--- src/pll_ctrl_pkg.sv ---
// Constants, register map and reset values for the loop programming block.
// Assumes a byte-wide register file reached over a 32-bit Avalon-MM slave.
// How it works
// - With auto bandwidth on, tracking select is read-only and shows loop mode.
// - With auto off, software writes tracking select and it forces the mode.
// - Last manual tracking value is kept hidden during auto and restored after.
// - Reset clears tracking select; one means tracking, zero acquisition.
// - Multiplier is 12 bits; high register low nibble is top; upper nibble reads zero.
// - A multiplier of zero divides exactly as a multiplier of one.
// - Multiplier writes are ignored while the loop power bit is set.
// - Eight-bit range register gives L; writes ignored while the loop is on.
// - Four-bit reference divider, locked while on, zero acts as one, top reads zero.
// - In auto mode each lock change sets the flag; interrupt only when enabled.
// - In manual mode interrupts are blocked and the flag reads zero.
// - Base select may pick the VCO clock even while unlocked.
// - Wait leaves the clock generator untouched.
// - Stop without oscillator option disables oscillator and loop, outputs low.
// - Stop with VCO as base source clears base select, which stays clear.
// - Stop with oscillator option set shuts the loop but keeps the oscillator.
// - In break with clear enable zero, accesses leave the flag; with one, reads clear it.
// - Otherwise any read of the control register clears the lock-change flag.
package pll_ctrl_pkg;
   localparam int ADDR_W = 3;
   // Word indexes on the bus; byte address is four times the index.
   localparam logic [ADDR_W-1:0] CTRL_IDX = 3'h0;
   localparam logic [ADDR_W-1:0] BW_IDX = 3'h1;
   localparam logic [ADDR_W-1:0] MULH_IDX = 3'h2;
   localparam logic [ADDR_W-1:0] MULL_IDX = 3'h3;
   localparam logic [ADDR_W-1:0] VRS_IDX = 3'h4;
   localparam logic [ADDR_W-1:0] RDS_IDX = 3'h5;
   // Control register fields.
   localparam int CTRL_IE_BIT = 7;
   localparam int CTRL_FLAG_BIT = 6;
   localparam int CTRL_ON_BIT = 5;
   localparam int CTRL_BCS_BIT = 4;
   localparam int CTRL_PRE_LSB = 2;
   localparam int CTRL_VPR_LSB = 0;
   // Bandwidth register fields.
   localparam int BW_AUTO_BIT = 7;
   localparam int BW_LOCK_BIT = 6;
   localparam int BW_TRK_BIT = 5;
   // Reset values.
   localparam logic [3:0] MULH_RST = 4'h0;
   localparam logic [7:0] MULL_RST = 8'h40;
   localparam logic [7:0] VRS_RST = 8'h40;
   localparam logic [3:0] RDS_RST = 4'h1;
   localparam logic [1:0] PRE_RST = 2'h0;
   localparam logic [1:0] VPR_RST = 2'h0;
endpackage

--- src/pll_ctrl.sv ---
// Loop programming and lock control: register file, write protection, lock flag
// and stop/wait handling. Assumes the analog loop reports lock and acquisition
// state on plain inputs, and low-power and break states come from system logic.
//
// Implementation choices: register access over Avalon-MM and the address map.
`timescale 1ns/1ps
`default_nettype none
module pll_ctrl
   import pll_ctrl_pkg::*;
(
   input wire logic clk_sys,
   input wire logic rst_n,
   input wire logic [ADDR_W-1:0] avs_address,
   input wire logic avs_read,
   input wire logic avs_write,
   input wire logic [31:0] avs_writedata,
   input wire logic [3:0] avs_byteenable,
   output logic [31:0] avs_readdata,
   output logic avs_waitrequest,
   output logic [1:0] avs_response,
   input wire logic lockDetect,
   input wire logic loopTracking,
   input wire logic stopMode,
   input wire logic oscillatorRunsInStop,
   input wire logic breakActive,
   input wire logic breakClearEnable,
   output logic loopEnable,
   output logic oscillatorEnable,
   output logic trackingForce,
   output logic autoBandwidth,
   output logic baseClockSourceSelect,
   output logic [11:0] feedbackMultiplier,
   output logic [7:0] vcoRangeMultiplier,
   output logic [3:0] referenceDivisionFactor,
   output logic [1:0] prescaleSelect,
   output logic [1:0] vcoPowerRange,
   output logic loopInterrupt
);

   ////////////////////////////////////////////////////////////////////////////
   // Reset release through two flops.
   logic rstMeta_r;
   logic rstSync_r;

   // Asynchronous assert, synchronous release.
   always_ff @(posedge clk_sys or negedge rst_n) begin
      if (!rst_n) begin
         rstMeta_r <= 1'b0;
         rstSync_r <= 1'b0;
      end else begin
         rstMeta_r <= 1'b1;
         rstSync_r <= rstMeta_r;
      end
   end

   ////////////////////////////////////////////////////////////////////////////
   // Bus slave: one wait cycle on every access so read data comes from a flop.
   // Trading one cycle per access for a registered read path keeps the read
   // multiplexer out of the bus timing. The flag clear rides on the first edge
   // of a read, so each read clears the flag exactly once.
   logic ack_r;
   logic busReq;
   logic wrAcc;
   logic rdAcc;
   logic mapped;

   assign busReq = avs_read | avs_write;
   assign avs_waitrequest = busReq & ~ack_r;
   assign wrAcc = avs_write & ack_r & avs_byteenable[0];
   assign rdAcc = avs_read & ~ack_r;
   assign mapped = (avs_address <= RDS_IDX);

   // Acknowledge toggles so back-to-back requests each see one wait state.
   always_ff @(posedge clk_sys or negedge rstSync_r) begin
      if (!rstSync_r) begin
         ack_r <= 1'b0;
      end else begin
         ack_r <= busReq & ~ack_r;
      end
   end

   // Registered response; an unmapped address answers decode error.
   // It loads on the same edge as the read data, so both stand together until
   // the next access begins.
   always_ff @(posedge clk_sys or negedge rstSync_r) begin
      if (!rstSync_r) begin
         avs_response <= 2'h0;
      end else if (busReq & ~ack_r) begin
         avs_response <= mapped ? 2'h0 : 2'h3;
      end
   end

   // A write commits on the edge where waitrequest is low, which is the edge on
   // which ack_r is high; byte lane zero must be enabled for it to land.
   function automatic logic wrTo(input logic [ADDR_W-1:0] idx);
      return wrAcc && (avs_address == idx);
   endfunction

   ////////////////////////////////////////////////////////////////////////////
   // Control register.
   // Loop power and base select guard each other: the loop cannot be turned off
   // while it drives the base clock, and the base clock cannot move to the VCO
   // while the loop is off or the range is zero. Moving to the VCO from an off
   // loop therefore needs one write to power up and a second to switch.
   logic ie_r;
   logic on_r;
   logic bcs_r;
   logic [1:0] pre_r;
   logic [1:0] vpr_r;
   logic auto_r;
   logic [7:0] vrs_r;
   logic vrsZero;
   logic [7:0] wd;

   assign wd = avs_writedata[7:0];
   assign vrsZero = (vrs_r == 8'h00);

   // Interrupt enable only writable in auto mode and reads zero otherwise.
   always_ff @(posedge clk_sys or negedge rstSync_r) begin
      if (!rstSync_r) begin
         ie_r <= 1'b0;
      end else if (!auto_r) begin
         ie_r <= 1'b0;
      end else if (wrTo(CTRL_IDX)) begin
         ie_r <= wd[CTRL_IE_BIT];
      end
   end

   // Loop power: cannot clear while the VCO drives the base clock; a zero range
   // or stop forces it off. Wait has no input here, so it changes nothing.
   always_ff @(posedge clk_sys or negedge rstSync_r) begin
      if (!rstSync_r) begin
         on_r <= 1'b1;
      end else if (stopMode || vrsZero) begin
         on_r <= 1'b0;
      end else if (wrTo(CTRL_IDX)) begin
         on_r <= wd[CTRL_ON_BIT] | bcs_r;
      end
   end

   // Base select: set only with the loop on and range nonzero; lock is not
   // checked, so software carries that burden. Stop clears it and it stays clear.
   always_ff @(posedge clk_sys or negedge rstSync_r) begin
      if (!rstSync_r) begin
         bcs_r <= 1'b0;
      end else if (stopMode) begin
         bcs_r <= 1'b0;
      end else if (vrsZero || !on_r) begin
         bcs_r <= 1'b0;
      end else if (wrTo(CTRL_IDX)) begin
         bcs_r <= wd[CTRL_BCS_BIT];
      end
   end

   // Prescaler and power-of-two range, frozen while the loop is on.
   always_ff @(posedge clk_sys or negedge rstSync_r) begin
      if (!rstSync_r) begin
         pre_r <= PRE_RST;
         vpr_r <= VPR_RST;
      end else if (wrTo(CTRL_IDX) && !on_r) begin
         pre_r <= wd[CTRL_PRE_LSB +: 2];
         vpr_r <= wd[CTRL_VPR_LSB +: 2];
      end
   end

   ////////////////////////////////////////////////////////////////////////////
   // Lock-change flag.
   // The edge detector starts from the unlocked level, which is also what the
   // loop reports out of reset, so no false change is seen after reset.
   // Writes to the control register never clear the flag; reads do when break
   // protection allows it, and leaving auto mode clears it as well.
   logic lockPrev_r;
   logic flag_r;
   logic lockEdge;
   logic flagClear;

   assign lockEdge = auto_r && (lockDetect != lockPrev_r);
   assign flagClear = rdAcc && (avs_address == CTRL_IDX) &&
      (!breakActive || breakClearEnable);

   // Previous lock level for edge detection.
   always_ff @(posedge clk_sys or negedge rstSync_r) begin
      if (!rstSync_r) begin
         lockPrev_r <= 1'b0;
      end else begin
         lockPrev_r <= lockDetect;
      end
   end

   // A lock change in the same cycle as a clearing read wins over the clear.
   always_ff @(posedge clk_sys or negedge rstSync_r) begin
      if (!rstSync_r) begin
         flag_r <= 1'b0;
      end else if (!auto_r) begin
         flag_r <= 1'b0;
      end else if (lockEdge) begin
         flag_r <= 1'b1;
      end else if (flagClear) begin
         flag_r <= 1'b0;
      end
   end

   ////////////////////////////////////////////////////////////////////////////
   // Bandwidth register and hidden manual tracking value.
   // A write that sets the auto bit from manual mode still stores its tracking
   // bit, because the write is judged against the old mode. Later writes made
   // in auto mode leave the hidden value alone.
   logic trkManual_r;

   // Auto select is always writable.
   always_ff @(posedge clk_sys or negedge rstSync_r) begin
      if (!rstSync_r) begin
         auto_r <= 1'b0;
      end else if (wrTo(BW_IDX)) begin
         auto_r <= wd[BW_AUTO_BIT];
      end
   end

   // The manual value is only written in manual mode and survives auto mode.
   always_ff @(posedge clk_sys or negedge rstSync_r) begin
      if (!rstSync_r) begin
         trkManual_r <= 1'b0;
      end else if (wrTo(BW_IDX) && !auto_r) begin
         trkManual_r <= wd[BW_TRK_BIT];
      end
   end

   ////////////////////////////////////////////////////////////////////////////
   // Programming registers, all frozen while the loop is on.
   // A write that arrives while the loop is on is dropped, not queued; software
   // must turn the loop off, program it, and turn it on again.
   logic [3:0] mulh_r;
   logic [7:0] mull_r;
   logic [3:0] rds_r;

   always_ff @(posedge clk_sys or negedge rstSync_r) begin
      if (!rstSync_r) begin
         mulh_r <= MULH_RST;
         mull_r <= MULL_RST;
      end else if (!on_r) begin
         if (wrTo(MULH_IDX)) begin
            mulh_r <= wd[3:0];
         end
         if (wrTo(MULL_IDX)) begin
            mull_r <= wd;
         end
      end
   end

   always_ff @(posedge clk_sys or negedge rstSync_r) begin
      if (!rstSync_r) begin
         vrs_r <= VRS_RST;
      end else if (wrTo(VRS_IDX) && !on_r) begin
         vrs_r <= wd;
      end
   end

   always_ff @(posedge clk_sys or negedge rstSync_r) begin
      if (!rstSync_r) begin
         rds_r <= RDS_RST;
      end else if (wrTo(RDS_IDX) && !on_r) begin
         rds_r <= wd[3:0];
      end
   end

   ////////////////////////////////////////////////////////////////////////////
   // Read data, registered during the wait cycle.
   // Unused bits and unmapped indexes read as zero, so a read-modify-write of
   // any register never sets a reserved bit.
   logic [7:0] rdByte;

   always_comb begin
      rdByte = 8'h00;
      unique case (avs_address)
         CTRL_IDX: begin
            rdByte[CTRL_IE_BIT] = ie_r;
            rdByte[CTRL_FLAG_BIT] = flag_r & auto_r;
            rdByte[CTRL_ON_BIT] = on_r;
            rdByte[CTRL_BCS_BIT] = bcs_r;
            rdByte[CTRL_PRE_LSB +: 2] = pre_r;
            rdByte[CTRL_VPR_LSB +: 2] = vpr_r;
         end
         BW_IDX: begin
            rdByte[BW_AUTO_BIT] = auto_r;
            rdByte[BW_LOCK_BIT] = auto_r & lockDetect;
            rdByte[BW_TRK_BIT] = auto_r ? loopTracking : trkManual_r;
         end
         MULH_IDX: rdByte = {4'h0, mulh_r};
         MULL_IDX: rdByte = mull_r;
         VRS_IDX: rdByte = vrs_r;
         RDS_IDX: rdByte = {4'h0, rds_r};
         default: rdByte = 8'h00;
      endcase
   end

   always_ff @(posedge clk_sys or negedge rstSync_r) begin
      if (!rstSync_r) begin
         avs_readdata <= 32'h0000_0000;
      end else if (rdAcc) begin
         avs_readdata <= {24'h00_0000, rdByte};
      end
   end

   ////////////////////////////////////////////////////////////////////////////
   // Outputs to the analog loop and clock selector.
   // Zero multiplier and zero divider are presented as one so the divider
   // never sees a modulus of zero.
   // The analog side sees every programming value one cycle after its register,
   // which keeps a single flop boundary between the bus and the loop.
   always_ff @(posedge clk_sys or negedge rstSync_r) begin
      if (!rstSync_r) begin
         feedbackMultiplier <= {MULH_RST, MULL_RST};
         referenceDivisionFactor <= RDS_RST;
         vcoRangeMultiplier <= VRS_RST;
         prescaleSelect <= PRE_RST;
         vcoPowerRange <= VPR_RST;
      end else begin
         feedbackMultiplier <= ({mulh_r, mull_r} == 12'h000) ? 12'h001 : {mulh_r, mull_r};
         referenceDivisionFactor <= (rds_r == 4'h0) ? 4'h1 : rds_r;
         vcoRangeMultiplier <= vrs_r;
         prescaleSelect <= pre_r;
         vcoPowerRange <= vpr_r;
      end
   end

   // Stop turns off the loop always and the oscillator unless the option holds it.
   // Wait mode has no input here, so the loop and base select keep running
   // through it unless software has changed them first.
   always_ff @(posedge clk_sys or negedge rstSync_r) begin
      if (!rstSync_r) begin
         loopEnable <= 1'b0;
         oscillatorEnable <= 1'b0;
         baseClockSourceSelect <= 1'b0;
         trackingForce <= 1'b0;
         autoBandwidth <= 1'b0;
         loopInterrupt <= 1'b0;
      end else begin
         loopEnable <= on_r & ~stopMode;
         oscillatorEnable <= ~stopMode | oscillatorRunsInStop;
         baseClockSourceSelect <= bcs_r & ~stopMode;
         trackingForce <= trkManual_r;
         autoBandwidth <= auto_r;
         loopInterrupt <= flag_r & ie_r & auto_r & ~stopMode;
      end
   end

endmodule // pll_ctrl
`default_nettype wire

--- config.mk ---
export PLATFORM = sky130hd
export DESIGN_NAME = pll_ctrl
export DESIGN_NICKNAME = d
export VERILOG_FILES = /design/src/pll_ctrl_pkg.sv /design/src/pll_ctrl.sv
export SDC_FILE = /design/constraint.sdc
export NUM_CORES = 1
export LEC_CHECK = 0
export BUFFER_PORTS_ARGS = -buffer_cell sky130_fd_sc_hd__buf_4
export CAP_MARGIN = 20
export CORE_ASPECT_RATIO = 1.75
export CORE_MARGIN = 1.5
export CORE_UTILIZATION = 30
export DETAILED_ROUTE_END_ITERATION = 6
export GPL_ROUTABILITY_DRIVEN = 0
export SLEW_MARGIN = 20
export SYNTH_ARGS = -nofsm -noshare
export SYNTH_HDL_FRONTEND = slang
export SYNTH_SLANG_ARGS = --single-unit
--- constraint.sdc ---
create_clock -name clk_sys -period 4 [get_ports clk_sys]
set_input_delay 0.8 -clock clk_sys [delete_from_list [all_inputs] [get_ports clk_sys]]
set_output_delay 0.8 -clock clk_sys [all_outputs]
set_load 0.02 [all_outputs]
==> impl_metrics.toml, run 1 <==
[timing]
slew-limit-headroom_pct = 57.5
finClkSkew_ns = 0.00530
min_period_ns = 2.10
setup_viol = 0
rsz0062_at_grt = "no"
finalCritPeriodShare_pct = 52.5
finalHoldViolCount = 0
finalMaxSlewViolations = 0
fin_ws_ns = 1.90
tightest_slew_ns = 0.636
fmax_ghz = 0.476
setup-tns-final_ns = 0

[die]
dieArea_sq_um = 11700
coreArea_sq_um = 10700
initial_utilization_pct = 31.0
ios = 118
die_w_microns = 82.5
die_h_microns = 142
rows = 50

[setup_path]
path_delay_family = "buffers and inverters"
max_stage_delay_ns = 0.19
rr_worst_depth = 4
path_buf_inv = 2
critPathRequiredTime_ns = 3.20
critPathKind = "in -> out"
r2r-end = "mull_r[2]"
reg2reg_slack_ns = 2.19
worstReg2RegStart = "ack_r"
cpMaxStageDelayCell = "nor2_1"
startpoint_type = "primary input"
worstPathArrival_ns = 1.30
endpoint_kind = "primary output"
path_max_fanout = 3
crit_chain = "buf_4 > nor2_1 > nor2_1 > buf_4"

[route]
final_antenna_net_count = 0
drcViolationCount = 0
drtIter0Drc = 117
drt-met1-wl_mm = 2.68
routed_wl_mm = 7.56
highest_layer = "met4"
via_count = 2088
wl_per_cell_microns = 16.9
wl_met3_microns = 395
viasPerCell = 4.67
drt_first_pass_iters = 4
wl_met2_mm = 4.22

[finish]
drive_gt1_share_pct = 40.4
area_growth_pct = 24.0
nets = 362
final_cells = 447
multi_input_area_sq_um = 1070
seqCellArea_sq_um = 2040
antennaDiodeCount = 0
fin_util_pct = 38.4
fillers = 1035

[flow_run]
drv_cap = 0

[logic_synthesis]
ys_types = 39
synth_seq_cells = 81
async_reset_ff_share_pct = 100
synth_edf_count = 0
syn_area_sq_um = 3310
yosysTopAreaCell = "dfrtp_1"
synth_common_cells = "dfrtp_1, mux2_2, buf_4"
yosys.area.top_type_share_pct = 55.9
syn_area_per_cell_sq_um = 12.7
synthCells = 260
synth-main-ff-cell = "dfrtp_1"
synth.area.top_cells = "dfrtp_1, mux2_2, buf_4"
synth_most_common_cell = "dfrtp_1"
ys_seq_area_share_pct = 61.4
yosys_warnings = 0

[clock_network]
clk_transition_reported_paths_ns = 0.06
numCtsBuffers = 9
root_buffer = "clkbuf_16"
htree_num_levels = 3
postCtsResizedCells = 0
postCtsSetupBuffers = 0
clkSinkCount = 81
cts_hold_buf = 0
cts_buffer_depth = 2
cts_tree = "yes"
clock_latency_ns = 0.34

[place]
dpl_worst_slack_ns = 1.58
placedCellCount = 430
portBuffers = 66
hpwl_mm = 5.45

[global_route]
grt_use_total_pct = 14.1
grt_pass1_wl_mm = 11.8
grt_max_degree = 80
grt_pass1_vias = 2166
antenna_found_initial = 0
grt_overflow = 0

[power_and_ir_drop]
ir_drop_mv = 0.248
power_density_nw_per_um2 = 589
p_leak_nw = 1.96

[min_path]
hold_class = "in -> async"

[status]
outcome = "complete, no violations"
==> state kept, by name, summed over array words and instances, names as in the netlist, 2 cells and up <==
signal	count
referenceDivisionFactor	4
rds_r	4
avs_readdata	8
mull_r	8
feedbackMultiplier	12
mulh_r	4
vpr_r	2
vrs_r	8
pre_r	2
vcoRangeMultiplier	8
vcoPowerRange	2
prescaleSelect	2
==> worst max-delay path by stage <==
stage / start / to / cells after the start
after floorplan: rstSync_r / ack_r / 0
after global placement: avs_address[2] / mull_r[1] / 4
after detailed placement: avs_address[2] / mull_r[2] / 4
after CTS: avs_write / avs_waitrequest / 4
after global routing: avs_address[2] / rds_r[2] / 4
final: avs_write / avs_waitrequest / 4
==> report_power, final <==
group | internal [mW] | leakage [nW] | switching (mW)
clock network | 0.563 | 0.154 | 0.301
registers | 0.980 | 1.03 | 0.125
logic | 0.211 | 0.773 | 0.240
total | 1.75 | 1.96 | 0.666
==> cells in the final DEF, fill, tap and decap left out, types with 3 or more instances in the layout <==
master and n:
a21oi_1 6, a221oi_1 6, a22o_1 5, and3_1 3
buf_4 66, clkbuf_1 3, clkbuf_16 9, conb_1 25
dfrtp_1 73, dfstp_2 7, mux2_2 34, mux2i_1 4
nand2_1 12, nand2b_1 3, nor2_1 10, nor2b_1 4
nor3_1 4, nor4_1 5, o21ai_0 10
==> kinds of logic (layout without fill, tap and decap cells) <==
family,count (synthesis),count (layout),synth area share [%]
xor+xnor,1,1,0.264
fa+ha+maj,1,1,0.377
other cells,2,25,0.227
flops,81,81,61.4
compound gates,37,37,7.74
buf+inv,50,84,8.83
mux,38,38,12.8
simple gates,50,50,8.38
==> metal layers <==
layer / GRT usage [%] / vias to the layer above
li1: - / 951
met1: 14.5 / 1035
met2: 24.8 / 85
met3: 3.53 / 17
met4: 8.12 / 0
met5: 0 / -
==> final cells by class <==
type,instances,share of cell area (%)
repair buffers,67,12.5
well taps,130,3.96
multi-input cells,152,26.1
clock buffers,13,6.09
clock inverters,3,1.58
inverters,1,0.0914
flip-flops and latches,81,49.6
==> metrics by stage <==
step                total power [mW]  hold slack [ns]  area, sq um
finish                          2.42            0.233         4110
CTS                             2.45            0.222         4090
floorplan                       1.38            0.331         3400
global route                    2.53            0.218         4110
detailed placement              1.57            0.344         3770
global placement                1.57            0.339         3770
Power figures use the tool's default switching activity.
==> run 2: changes to the inputs <==
Clock period 4 ns to 1.8 ns, I/O delays scaled along.
==> run 2 against run 1 <==
Effect of this change:
- core utilization grew 0.95 points
- global-route usage is essentially flat
- count of clock-buffer cells in the layout shrank 3
- sequential share of layout area shrank 1.2 points
- sequential power grew 120%
==> impl_metrics.toml, run 2 (same netlist as run 1, synthesis figures left out) <==
[route]
drcViolationCount = 0
routed_wl_mm = 7.48
final_antenna_net_count = 0
drtIter0Drc = 129
drt_first_pass_iters = 4
viasPerCell = 4.63
wl_per_cell_microns = 16.3
via_count = 2120

[setup_path]
path_buf_inv = 1
endpoint = "mull_r[5]"
endpoint_kind = "flop"
crit_chain = "nand3_2 > nor2_1 > and3_1 > buf_4 > mux2_2"
critPathRequiredTime_ns = 2.01
critPathKind = "reg -> reg"
worstPathArrival_ns = 1.72
r2r-end = "mull_r[5]"
cp.depth = 5
cpMaxStageDelayCell = "dfrtp_1"
path_max_fanout = 4
reg2reg_slack_ns = 0.29
startpoint = "ack_r"
worstReg2RegStart = "ack_r"
path_delay_family = "simple AND/OR/NAND/NOR gates"
startpoint_type = "flop"
rr_worst_depth = 5
max_stage_delay_ns = 0.37

[clock_network]
clock_latency_ns = 0.33
root_buffer = "clkbuf_16"
clkSinkCount = 81
cts_hold_buf = 1
cts_tree = "yes"
postCtsResizedCells = 0
cts_buffer_depth = 2
numCtsBuffers = 9
postCtsSetupBuffers = 0
htree_num_levels = 3
clk_transition_reported_paths_ns = 0.06

[global_route]
grt_pass1_vias = 2146
grt_overflow = 0
grt_max_degree = 40
grt_pass1_wl_mm = 11.7
antenna_found_initial = 0
grt_use_total_pct = 14.1

[die]
die_h_microns = 142
initial_utilization_pct = 31.0
ios = 118
die_w_microns = 82.5
rows = 50
coreArea_sq_um = 10700
dieArea_sq_um = 11700

[flow_run]
drv_cap = 0

[timing]
finalHoldViolCount = 0
tightest_slew_ns = 0.525
min_period_ns = 1.51
finalMaxSlewViolations = 0
finClkSkew_ns = 0.00960
setup_viol = 0
fmax_ghz = 0.662
setup-tns-final_ns = 0
rsz0062_at_grt = "no"
finalCritPeriodShare_pct = 83.9
slew-limit-headroom_pct = 65.0

[finish]
largest_reg_flops = 12
fin_util_pct = 39.4
largest-register = "feedbackMultiplier"
fillers = 1037
drive_gt1_share_pct = 42.7
antennaDiodeCount = 0
multi_input_area_sq_um = 1070
area_growth_pct = 27.0
seqCellArea_sq_um = 2040
mostFrequentLayoutCells = "buf_4, dfrtp_1, mux2_2, conb_1, nand2_1"
nets = 373
layout_commonest_cell = "buf_4"

[place]
portBuffers = 66
hpwl_mm = 5.71

[status]
outcome = "complete, no violations"

[power_and_ir_drop]
p_leak_nw = 2.02
power_density_nw_per_um2 = 1280
ir_drop_mv = 0.456

[min_path]
hold_class = "in -> reg"
[run 2: cell type report]
type,instances,area share (%)
clock buffer,10,5.44
clock inverter,6,2.14
inverter,1,0.0892
multi-input combinational,152,25.5
sequential,81,48.4
tap,130,3.86
timing repair buffer,78,14.6
[run 2: worst min-delay path by stage]
stage	startpoint	end	slack, ns	cells after the start
3_3_place_gp	rst_n	rstMeta_r	0.14	1
5_1_grt	lockDetect	lockPrev_r	0.15	1
3_5_place_dp	rst_n	rstMeta_r	0.14	1
2_1_floorplan	rst_n	rstMeta_r	0.06	0
6_report	lockDetect	lockPrev_r	0.15	1
4_1_cts	lockDetect	lockPrev_r	0.15	1
[run 2: where the power goes]
part	switching, mW	internal [mW]
Combinational	0.534	0.485
Sequential	0.277	2.18
Clock	0.711	1.22
Total	1.52	3.88
[run 2: worst register-to-register path, cell delays in order, from the launching register on]
cell and delay (ns):
dfrtp_1 0.37, nand3_2 0.09, nor2_1 0.24, and3_1 0.23, buf_4 0.15, mux2_2 0.32
[run 2: metal layers]
layer / part of all wire, % / track usage (%)
met5: 0 / 0
met2: 57 / 24.9
met1: 35 / 15.0
met4: 2.5 / 7.14
met3: 5.1 / 3.27
[run 2: metrics by stage]
stage                     power (mW)  hold slack, ns  instance area (sq um)  instances  setup WS [ns]
after detailed placement        3.52           0.143                   3880        441         0.0928
after global routing            5.65           0.149                   4210        458          0.216
after CTS                       5.46           0.150                   4210        458          0.284
after global placement          3.51           0.142                   3880        441          0.114
final                           5.40           0.155                   4210        458          0.289
after floorplan                 3.07          0.0644                   3400        283          0.233
